--- src/verilog/ttm_defs.vh ---
// Constants for the triple timer module: register map, field positions, modes.
// Assumes a word-addressed 24-bit peripheral data bus, one access per cycle.
`ifndef TTM_DEFS_VH
`define TTM_DEFS_VH
`define TTM_W 24
`define TTM_PRE_W 21
`define TTM_ADDR_W 4
// Word addresses; timer n block at n*4, prescaler after the three timers
`define TTM_OFS_CSR 2'h0
`define TTM_OFS_CNT 2'h1
`define TTM_OFS_LOAD 2'h2
`define TTM_OFS_CMP 2'h3
`define TTM_ADDR_PLOAD 4'hC
`define TTM_ADDR_PCNT 4'hD
// Control-status fields
`define TTM_B_TE 0
`define TTM_B_OVERFLOW_IRQ_ENABLE 1
`define TTM_B_COMPARE_IRQ_ENABLE 2
`define TTM_B_INV 8
`define TTM_B_TRM 9
`define TTM_B_DIR 11
`define TTM_B_DI 12
`define TTM_B_DO 13
`define TTM_B_PCE 15
`define TTM_B_OFF 20
`define TTM_B_CMF 21
`define TTM_MODE_HI 7
`define TTM_MODE_LO 4
`define TTM_CSR_WMASK 24'h00_BBF7
`define TTM_CSR_RST 24'h00_0000
// Modes
`define TTM_M_GPIO 4'h0
`define TTM_M_PULSE 4'h1
`define TTM_M_TOGGLE 4'h2
`define TTM_M_EVENT 4'h3
`define TTM_M_WIDTH 4'h4
`define TTM_M_PERIOD 4'h5
`define TTM_M_CAPTURE 4'h6
`define TTM_M_PWM 4'h7
`define TTM_M_WD_PULSE 4'h9
`define TTM_M_WD_TOGGLE 4'hA
`endif

--- src/verilog/ttm_triple_timer.v ---
// Triple timer module: shared prescaler, three 24-bit timers, register port.
// Assumes timer_io pins are resolved outside from out/oe; svc strobes come from interrupt logic.
`include "ttm_defs.vh"
module ttm_triple_timer (
    input wire clk,
    input wire rstn,
    input wire sw_reset,
    input wire bus_wr,
    input wire bus_rd,
    input wire [`TTM_ADDR_W-1:0] bus_addr,
    input wire [`TTM_W-1:0] bus_wdata,
    output reg [`TTM_W-1:0] bus_rdata,
    input wire [2:0] ovf_svc,
    input wire [2:0] cmp_svc,
    input wire [2:0] timer_io_in,
    output reg [2:0] timer_io_out,
    output reg [2:0] timer_io_oe,
    output reg [2:0] ovf_irq,
    output reg [2:0] cmp_irq,
    output reg [2:0] dma_req
);
    function is_meas;
        input [3:0] m;
        begin
            is_meas = (m == `TTM_M_WIDTH) || (m == `TTM_M_PERIOD) || (m == `TTM_M_CAPTURE);
        end
    endfunction

    function is_outmode;
        input [3:0] m;
        begin
            is_outmode = (m == `TTM_M_PULSE) || (m == `TTM_M_TOGGLE) || (m == `TTM_M_PWM) ||
                (m == `TTM_M_WD_PULSE) || (m == `TTM_M_WD_TOGGLE);
        end
    endfunction

    wire clr = ~rstn | sw_reset;
    reg [`TTM_W-1:0] prescaler_load_reg;
    reg [`TTM_W-1:0] prescaler_count_reg;
    reg pre_tick;
    reg [2:0] pin_s1;
    reg [2:0] pin_s2;
    reg [2:0] pin_d;

    // Shared prescaler: counts down from the load value, one-cycle tick at zero
    always @(posedge clk)
    begin
        if (clr)
        begin
            prescaler_load_reg <= {`TTM_W{1'b0}};
            prescaler_count_reg <= {`TTM_W{1'b0}};
            pre_tick <= 1'b0;
        end
        else
        begin
            if (bus_wr && bus_addr == `TTM_ADDR_PLOAD)
                prescaler_load_reg <= {{(`TTM_W-`TTM_PRE_W){1'b0}}, bus_wdata[`TTM_PRE_W-1:0]};
            pre_tick <= (prescaler_count_reg == {`TTM_W{1'b0}});
            if (prescaler_count_reg == {`TTM_W{1'b0}})
                prescaler_count_reg <= prescaler_load_reg;
            else
                prescaler_count_reg <= prescaler_count_reg - 1'b1;
        end
    end

    // Two-stage synchroniser on the pins, then a delay stage for edges
    always @(posedge clk)
    begin
        if (~rstn)
        begin
            pin_s1 <= 3'h0;
            pin_s2 <= 3'h0;
            pin_d <= 3'h0;
        end
        else
        begin
            pin_s1 <= timer_io_in;
            pin_s2 <= pin_s1;
            pin_d <= pin_s2;
        end
    end

    wire [`TTM_W-1:0] csr_rd [0:2];
    wire [`TTM_W-1:0] cnt_rd [0:2];
    wire [`TTM_W-1:0] cmp_rd [0:2];

    genvar g;
    generate
        for (g = 0; g < 3; g = g + 1)
        begin : tmr
            reg [`TTM_W-1:0] ctrl_status_reg;
            reg [`TTM_W-1:0] count_value_reg;
            reg [`TTM_W-1:0] load_value_reg;
            reg [`TTM_W-1:0] compare_value_reg;
            reg first_clk;
            reg reload_pend;
            reg started;
            wire sel = bus_addr[`TTM_ADDR_W-1:2] == g;
            wire wr_csr = bus_wr && sel && bus_addr[1:0] == `TTM_OFS_CSR;
            wire [3:0] mode = ctrl_status_reg[`TTM_MODE_HI:`TTM_MODE_LO];
            wire te = ctrl_status_reg[`TTM_B_TE];
            wire inv = ctrl_status_reg[`TTM_B_INV];
            wire rise = pin_s2[g] & ~pin_d[g];
            wire fall = ~pin_s2[g] & pin_d[g];
            wire act_edge = inv ? fall : rise;
            wire ext_clk = (mode == `TTM_M_EVENT) && !ctrl_status_reg[`TTM_B_PCE];
            wire int_tick = ctrl_status_reg[`TTM_B_PCE] ? pre_tick : 1'b1;
            wire meas_gate = (mode == `TTM_M_WIDTH) ? (pin_s2[g] ^ inv) : 1'b1;
            wire tick = te && (ext_clk ? act_edge : int_tick) && (!is_meas(mode) || (started && meas_gate));
            wire at_max = count_value_reg == {`TTM_W{1'b1}};
            wire match = !is_meas(mode) && tick && !first_clk && !reload_pend &&
                (count_value_reg + 1'b1 == compare_value_reg);
            // Width ends on trailing edge, period/capture on the active edge
            wire meas_ev = te && is_meas(mode) && started && ((mode == `TTM_M_WIDTH) ? (inv ? rise : fall) : act_edge);
            wire cmp_ev = match | meas_ev;
            wire ovf_ev = tick && !first_clk && !reload_pend && at_max;
            wire csr_w1c_o = wr_csr && bus_wdata[`TTM_B_OFF];
            wire csr_w1c_c = wr_csr && bus_wdata[`TTM_B_CMF];
            wire te_rise = wr_csr && bus_wdata[`TTM_B_TE] && !te;

            assign csr_rd[g] = ctrl_status_reg;
            assign cnt_rd[g] = count_value_reg;
            assign cmp_rd[g] = compare_value_reg;

            always @(posedge clk)
            begin
                if (clr)
                begin
                    ctrl_status_reg <= `TTM_CSR_RST;
                    count_value_reg <= {`TTM_W{1'b0}};
                    load_value_reg <= {`TTM_W{1'b0}};
                    compare_value_reg <= {`TTM_W{1'b0}};
                    first_clk <= 1'b0;
                    reload_pend <= 1'b0;
                    started <= 1'b0;
                    timer_io_out[g] <= 1'b0;
                    timer_io_oe[g] <= 1'b0;
                    ovf_irq[g] <= 1'b0;
                    cmp_irq[g] <= 1'b0;
                    dma_req[g] <= 1'b0;
                end
                else
                begin
                    if (wr_csr)
                        ctrl_status_reg <= (bus_wdata & `TTM_CSR_WMASK) | (ctrl_status_reg & ~`TTM_CSR_WMASK);
                    // Set wins over write-one and service clears
                    if (ovf_ev)
                        ctrl_status_reg[`TTM_B_OFF] <= 1'b1;
                    else if (csr_w1c_o || ovf_svc[g])
                        ctrl_status_reg[`TTM_B_OFF] <= 1'b0;
                    if (cmp_ev)
                        ctrl_status_reg[`TTM_B_CMF] <= 1'b1;
                    else if (csr_w1c_c || cmp_svc[g])
                        ctrl_status_reg[`TTM_B_CMF] <= 1'b0;
                    // GPIO input bit tracks the pin when the pin is an input
                    if (!timer_io_oe[g])
                        ctrl_status_reg[`TTM_B_DI] <= pin_s2[g];
                    if (bus_wr && sel && bus_addr[1:0] == `TTM_OFS_LOAD)
                        load_value_reg <= bus_wdata;
                    if (bus_wr && sel && bus_addr[1:0] == `TTM_OFS_CMP)
                        compare_value_reg <= bus_wdata;
                    if (te_rise)
                    begin
                        count_value_reg <= {`TTM_W{1'b0}};
                        first_clk <= 1'b1;
                        reload_pend <= 1'b0;
                        started <= 1'b0;
                    end
                    else if (te)
                    begin
                        if (is_meas(mode) && act_edge && !started)
                            started <= 1'b1;
                        if (meas_ev && mode != `TTM_M_WIDTH)
                            count_value_reg <= load_value_reg;
                        else if (tick)
                        begin
                            if (first_clk || reload_pend)
                                count_value_reg <= load_value_reg;
                            else
                                count_value_reg <= count_value_reg + 1'b1;
                            first_clk <= 1'b0;
                            reload_pend <= match && ctrl_status_reg[`TTM_B_TRM];
                        end
                    end
                    // Pin: output modes drive while enabled, GPIO mode follows DIR/DO, all else listens
                    if (te && is_outmode(mode))
                    begin
                        timer_io_oe[g] <= 1'b1;
                        if (te_rise || first_clk)
                            timer_io_out[g] <= inv;
                        else if (match && (mode == `TTM_M_TOGGLE || mode == `TTM_M_WD_TOGGLE || mode == `TTM_M_PWM))
                            timer_io_out[g] <= ~timer_io_out[g];
                        else if (match)
                            timer_io_out[g] <= ~inv;
                        else if (tick && mode != `TTM_M_TOGGLE && mode != `TTM_M_WD_TOGGLE)
                            timer_io_out[g] <= inv;
                    end
                    else if (mode == `TTM_M_GPIO)
                    begin
                        timer_io_oe[g] <= ctrl_status_reg[`TTM_B_DIR];
                        timer_io_out[g] <= ctrl_status_reg[`TTM_B_DO];
                    end
                    else
                        timer_io_oe[g] <= 1'b0;
                    ovf_irq[g] <= ctrl_status_reg[`TTM_B_OFF] && ctrl_status_reg[`TTM_B_OVERFLOW_IRQ_ENABLE];
                    // Compare request held back while overflow request stands
                    cmp_irq[g] <= ctrl_status_reg[`TTM_B_CMF] && ctrl_status_reg[`TTM_B_COMPARE_IRQ_ENABLE] &&
                        !(ctrl_status_reg[`TTM_B_OFF] && ctrl_status_reg[`TTM_B_OVERFLOW_IRQ_ENABLE]);
                    dma_req[g] <= cmp_ev;
                end
            end
        end
    endgenerate

    // Read port; timer load registers are write-only and read as zero, prescaler load reads back
    always @(posedge clk)
    begin
        if (~rstn)
            bus_rdata <= {`TTM_W{1'b0}};
        else if (bus_rd)
        begin
            if (bus_addr == `TTM_ADDR_PLOAD)
                bus_rdata <= prescaler_load_reg;
            else if (bus_addr == `TTM_ADDR_PCNT)
                bus_rdata <= prescaler_count_reg;
            else if (bus_addr[`TTM_ADDR_W-1:2] < 2'h3)
            begin
                case (bus_addr[1:0])
                    `TTM_OFS_CSR: bus_rdata <= csr_rd[bus_addr[`TTM_ADDR_W-1:2]];
                    `TTM_OFS_CNT: bus_rdata <= cnt_rd[bus_addr[`TTM_ADDR_W-1:2]];
                    `TTM_OFS_CMP: bus_rdata <= cmp_rd[bus_addr[`TTM_ADDR_W-1:2]];
                    default: bus_rdata <= {`TTM_W{1'b0}};
                endcase
            end
            else
                bus_rdata <= {`TTM_W{1'b0}};
        end
    end
endmodule // ttm_triple_timer

--- config.mk ---
export PLATFORM = sky130hd
export DESIGN_NAME = ttm_triple_timer
export DESIGN_NICKNAME = d
export VERILOG_FILES = /design/src/verilog/ttm_triple_timer.v
export VERILOG_INCLUDE_DIRS = /design/src /design/src/verilog
export SDC_FILE = /design/constraint.sdc
export NUM_CORES = 1
export LEC_CHECK = 0
export BUFFER_PORTS_ARGS = -buffer_cell sky130_fd_sc_hd__clkbuf_2
export CAP_MARGIN = 20
export CORE_AREA = 5 5 293 180
export DETAILED_ROUTE_END_ITERATION = 12
export DIE_AREA = 0 0 298 185
export PLACE_DENSITY = 0.55
export SLEW_MARGIN = 0
export SYNTH_ARGS = -nofsm -noshare
export SYNTH_HDL_FRONTEND = slang
export SYNTH_SLANG_ARGS = --single-unit
export TNS_END_PERCENT = 1
--- constraint.sdc ---
create_clock -name clk -period 3.4 [get_ports clk]
set_clock_uncertainty 0.05 [all_clocks]
set_input_delay 0.51 -clock clk [delete_from_list [all_inputs] [get_ports clk]]
set_output_delay 0.51 -clock clk [all_outputs]
set_load 0.005 [all_outputs]
==> results.rst <==
.. list-table::
   :header-rows: 1

   * - Metric
     - Value
   * - Outcome
     - finished, final reports clean
   * - Static leakage power
     - 7.61 nW
   * - Worst-case vdd ir drop
     - 0.448 mV
   * - Fraction of registers with async set/reset
     - 0%
   * - Xor/xnor cell area share of the yosys netlist
     - 5.46%
   * - Share of the yosys chip area belonging to registers
     - 37.0%
   * - Sw Ratio
     - 29.8%
   * - Most common library cells after synthesis
     - 646 x sky130_fd_sc_hd__nand2_1, 364 x sky130_fd_sc_hd__dfxtp_1, 325 x sky130_fd_sc_hd__a21oi_1, 195 x sky130_fd_sc_hd__nor2_1, 182 x sky130_fd_sc_hd__clkbuf_1
   * - Combinational fraction of design power
     - 16.1%
   * - Layout cell share with drive strength beyond 1
     - 12.0%
   * - Antenna violations before repair
     - 6
   * - Row cnt
     - 64
   * - Hold-fix buffers at CTS
     - 0
   * - Slew at the pin closest to its max-slew limit
     - 0.980 ns
   * - Number of H-tree levels
     - 2
   * - Count of cells along the worst hold path
     - 2
   * - Main combinational cell family by area after synthesis
     - simple AND/OR/NAND/NOR gates
   * - Total DRC errors in the routed layout
     - 0
   * - Setup slack of the worst register-to-register path
     - 0.13 ns
   * - Most used DFF post-synth
     - sky130_fd_sc_hd__dfxtp_1
   * - Net switching power
     - 0.00317 W
   * - Number of pins with negative max-slew slack in the final report
     - 0
   * - Die Height
     - 185 um
   * - Number of setup violations in the final report
     - 0
   * - Peak clock frequency supported by timing
     - 306 MHz
   * - Clk_lat worst skew
     - 0.57 ns
   * - Relative contribution of the clock network to total power
     - 41.0%
   * - Final min period
     - 3.27 ns
   * - Clock tree from TritonCTS
     - built
   * - Setup ws final
     - 0.129 ns
   * - TNS Setup
     - 0 ns
   * - End of the worst register-to-register path
     - timer_io_out[0]
   * - Reg clk slew, reported paths
     - 0.07 ns
   * - Deepest clock path buffer count
     - 3
   * - Share of synthesized area spent on multiplexers
     - 4.06%
   * - Most numerous cell in the Yosys netlist
     - sky130_fd_sc_hd__nand2_1
   * - Hold Vio Cnt, Final
     - 0
   * - Required time at the worst-slack endpoint
     - 3.79 ns
   * - Number of I/O port buffers
     - 80
   * - Number of synthesis warnings
     - 0
   * - Sum of internal, switching and leakage power
     - 0.0107 W
   * - Number of detailed-routing iterations run before antenna repair
     - 7
   * - Crit path max fanout
     - 7
   * - HPWL after DPL
     - 62800 um
   * - Die width
     - 298 um
   * - Power Density
     - 473 nW/um2
   * - I/O Pins
     - 81
   * - Post-synth design cell area
     - 19700 um2
   * - Post-detailed-routing wire length
     - 85500 um
   * - Via-to-Cell Ratio
     - 6.00
   * - Gp weighted congestion
     - 0.973
   * - DR WL/cell
     - 25.1 um
   * - Global-route wire length before repair
     - 124000 um
   * - Number of violations reported at the end of detailed-routing iteration 0
     - 2185
   * - Portion of synthesized cell area occupied by the leading cell type
     - 37.0%
   * - Unrepaired setup endpoints after global routing
     - yes
   * - WP data arrival
     - 3.66 ns
   * - Source of the worst hold timing path
     - timer_io_in[0]
   * - Worst reg2reg startpoint
     - tmr[0].ctrl_status_reg[8]
   * - Pin count of the biggest net entering global routing
     - 71
   * - Crit path from
     - tmr[0].ctrl_status_reg[8]
   * - Critical setup path kind
     - flop to flop
   * - Depth of the worst register-to-register path
     - 9
   * - Count of nets left with antenna violations after detail routing
     - 0
   * - Net Count, Synth
     - 2737
   * - Initial standard-cell utilization of the core
     - 39.4%
   * - Post-synth EDFFs
     - 0
   * - Post-synthesis cell type with the largest combined area
     - sky130_fd_sc_hd__dfxtp_1
   * - Clock net sink count
     - 364
   * - Worst Hold Path EP
     - pin_s1[0]
   * - Synth Area in Adders
     - 0.317%
   * - Standard cell core area
     - 50000 um2
   * - Total CTS buffers
     - 39
   * - Master cell of the clock root buffer
     - sky130_fd_sc_hd__clkbuf_16
   * - Seq cells post-synth
     - 364
   * - Cells after Synth
     - 2690
   * - Worst Setup Start Kind
     - flop
   * - Post-place setup slack
     - 0.189 ns
   * - Slew Limit Headroom
     - 34.7%
   * - Routed via count
     - 20500
   * - Die area
     - 55100 um2
   * - MaxCap Viol Count
     - 0
   * - NumNets Final
     - 2772
   * - Fin crit share
     - 96.2%
   * - GRT Resource Usage Total
     - 29.6%
   * - Synthesized area divided by synthesized cell count
     - 7.33 um2
   * - Fraction of the mapped netlist area in compound gates
     - 21.1%
   * - Sequential share of power
     - 42.9%
   * - Number of unique standard cell types used by synthesis
     - 79
   * - Area growth from synthesis to layout
     - 14.2%
   * - Critical path capture point type
     - flop
   * - Share of synthesized cell area in and, or, nand and nor gates
     - 27.1%
   * - Int Pwr
     - 0.00748 W
   * - Global route total overflow
     - 0
   * - Worst min-delay path class
     - primary input to flop
   * - Number of global-route vias before repair
     - 18400
   * - Area contributors post-synth
     - sky130_fd_sc_hd__dfxtp_1 37%, sky130_fd_sc_hd__nand2_1 12%, sky130_fd_sc_hd__a21oi_1 8.3%
## cell type report
type,instances,area (um2)
flip-flops and latches,364,7290
diodes,1,2.50
repair buffers,224,1560
clock inverters,10,124
clock buffers,55,1140
well taps,660,826
fillers,5178,27500
multi-input cells,2080,11500
inverters,16,60.1
## worst max-delay path, stage by stage (launching register included)
cell                        delay (ns)
sky130_fd_sc_hd__dfxtp_1          0.53
sky130_fd_sc_hd__mux2i_1          0.35
sky130_fd_sc_hd__o221ai_1         0.34
sky130_fd_sc_hd__nor4_1           0.46
sky130_fd_sc_hd__nand4_1          0.27
sky130_fd_sc_hd__a2111oi_4        0.34
sky130_fd_sc_hd__buf_4            0.23
sky130_fd_sc_hd__mux2_4           0.31
sky130_fd_sc_hd__mux2i_1          0.16
sky130_fd_sc_hd__a211oi_2         0.09
## routing by layer
| layer | vias up | wire length [um] | GRT usage, % |
|---|---|---|---|
| met5 | - | 0 | 0 |
| met4 | 0 | 2590 | 8.38 |
| met3 | 129 | 7610 | 5.72 |
| met2 | 905 | 34800 | 42.9 |
| met1 | 9999 | 40500 | 44.6 |
| li1 | 9435 | - | - |
## through the flow
stage / instance area [um2] / hold WS, ns / utilization [%] / cells
3_3_place_gp: 21200 / 0.377 / 42.4 / 3344
6_report: 22500 / 0.0965 / 45.0 / 3410
3_5_place_dp: 21200 / 0.386 / 42.4 / 3344
4_1_cts: 22500 / 0.0847 / 44.9 / 3409
5_1_grt: 22500 / 0.101 / 45.0 / 3409
2_1_floorplan: 19700 / 0.362 / - / 2690
## power groups by stage
| stage | Combinational, W | Clock [W] | Sequential (W) |
|---|---|---|---|
| after CTS | 0.00167 | 0.00443 | 0.00457 |
| final | 0.00171 | 0.00437 | 0.00458 |
| after floorplan | 0.00117 | 0 | 0.00461 |
| after global routing | 0.00185 | 0.00459 | 0.00459 |
| after global placement | 0.00164 | 0 | 0.00465 |
| after detailed placement | 0.00165 | 0 | 0.00466 |
## logic make-up after synthesis
| kind of cell | after synthesis |
|---|---|
| buffers and inverters | 246 |
| xor gates and xnor gates | 123 |
| and+or+nand+nor | 1173 |
| muxes | 79 |
| adders and majority gates | 5 |
| AOI/OAI and AO/OA | 700 |
| DFF | 364 |
## worst max path at each step
stage	to	slack (ns)	cells after the start
detailed placement	timer_io_out[1]	0.19	10
floorplan	timer_io_out[2]	0.40	10
CTS	timer_io_out[0]	0.16	11
global route	timer_io_out[0]	-0.09	11
finish	timer_io_out[0]	0.13	9
global placement	timer_io_out[1]	0.19	10
## placed cells by master, fill, tap and decap left out, types with 8 or more instances in the layout
cell type | Yosys | routed
sky130_fd_sc_hd__and4_1 | 14 | 13
sky130_fd_sc_hd__inv_1 | 16 | 16
sky130_fd_sc_hd__buf_4 | 0 | 139
sky130_fd_sc_hd__a31oi_1 | 11 | 11
sky130_fd_sc_hd__a21oi_1 | 325 | 325
sky130_fd_sc_hd__o211ai_1 | 8 | 8
sky130_fd_sc_hd__nor3b_1 | 16 | 16
sky130_fd_sc_hd__o31ai_1 | 22 | 22
sky130_fd_sc_hd__nand3_1 | 56 | 56
sky130_fd_sc_hd__nand2_1 | 646 | 645
sky130_fd_sc_hd__mux2i_1 | 75 | 75
sky130_fd_sc_hd__and3_1 | 35 | 35
sky130_fd_sc_hd__a2bb2oi_1 | 10 | 10
sky130_fd_sc_hd__clkbuf_2 | 2 | 79
sky130_fd_sc_hd__nor3_1 | 50 | 50
sky130_fd_sc_hd__a41oi_1 | 21 | 21
sky130_fd_sc_hd__xnor2_1 | 89 | 89
sky130_fd_sc_hd__nand3b_1 | 10 | 10
sky130_fd_sc_hd__dfxtp_1 | 364 | 364
sky130_fd_sc_hd__clkbuf_16 | 0 | 40
sky130_fd_sc_hd__nand4_1 | 25 | 25
sky130_fd_sc_hd__o21ai_0 | 153 | 152
sky130_fd_sc_hd__nor2b_1 | 12 | 11
sky130_fd_sc_hd__xor2_1 | 34 | 34
sky130_fd_sc_hd__clkbuf_8 | 0 | 8
sky130_fd_sc_hd__a211oi_1 | 29 | 29
sky130_fd_sc_hd__and2_1 | 20 | 20
sky130_fd_sc_hd__nor2_1 | 195 | 190
sky130_fd_sc_hd__nand2b_1 | 20 | 18
sky130_fd_sc_hd__a22oi_1 | 56 | 56
sky130_fd_sc_hd__nor4_1 | 28 | 26
## what timing repair did
| action | 4_1_cts | 5_1_grt |
|---|---|---|
| resized for setup | 0 | 7 |
| setup buffers | 0 | 0 |
| endpoints found under the setup margin | 0 | 3 |
| endpoints found under the hold margin | 0 | 0 |
No activity file was read; power rests on OpenSTA's default activity.
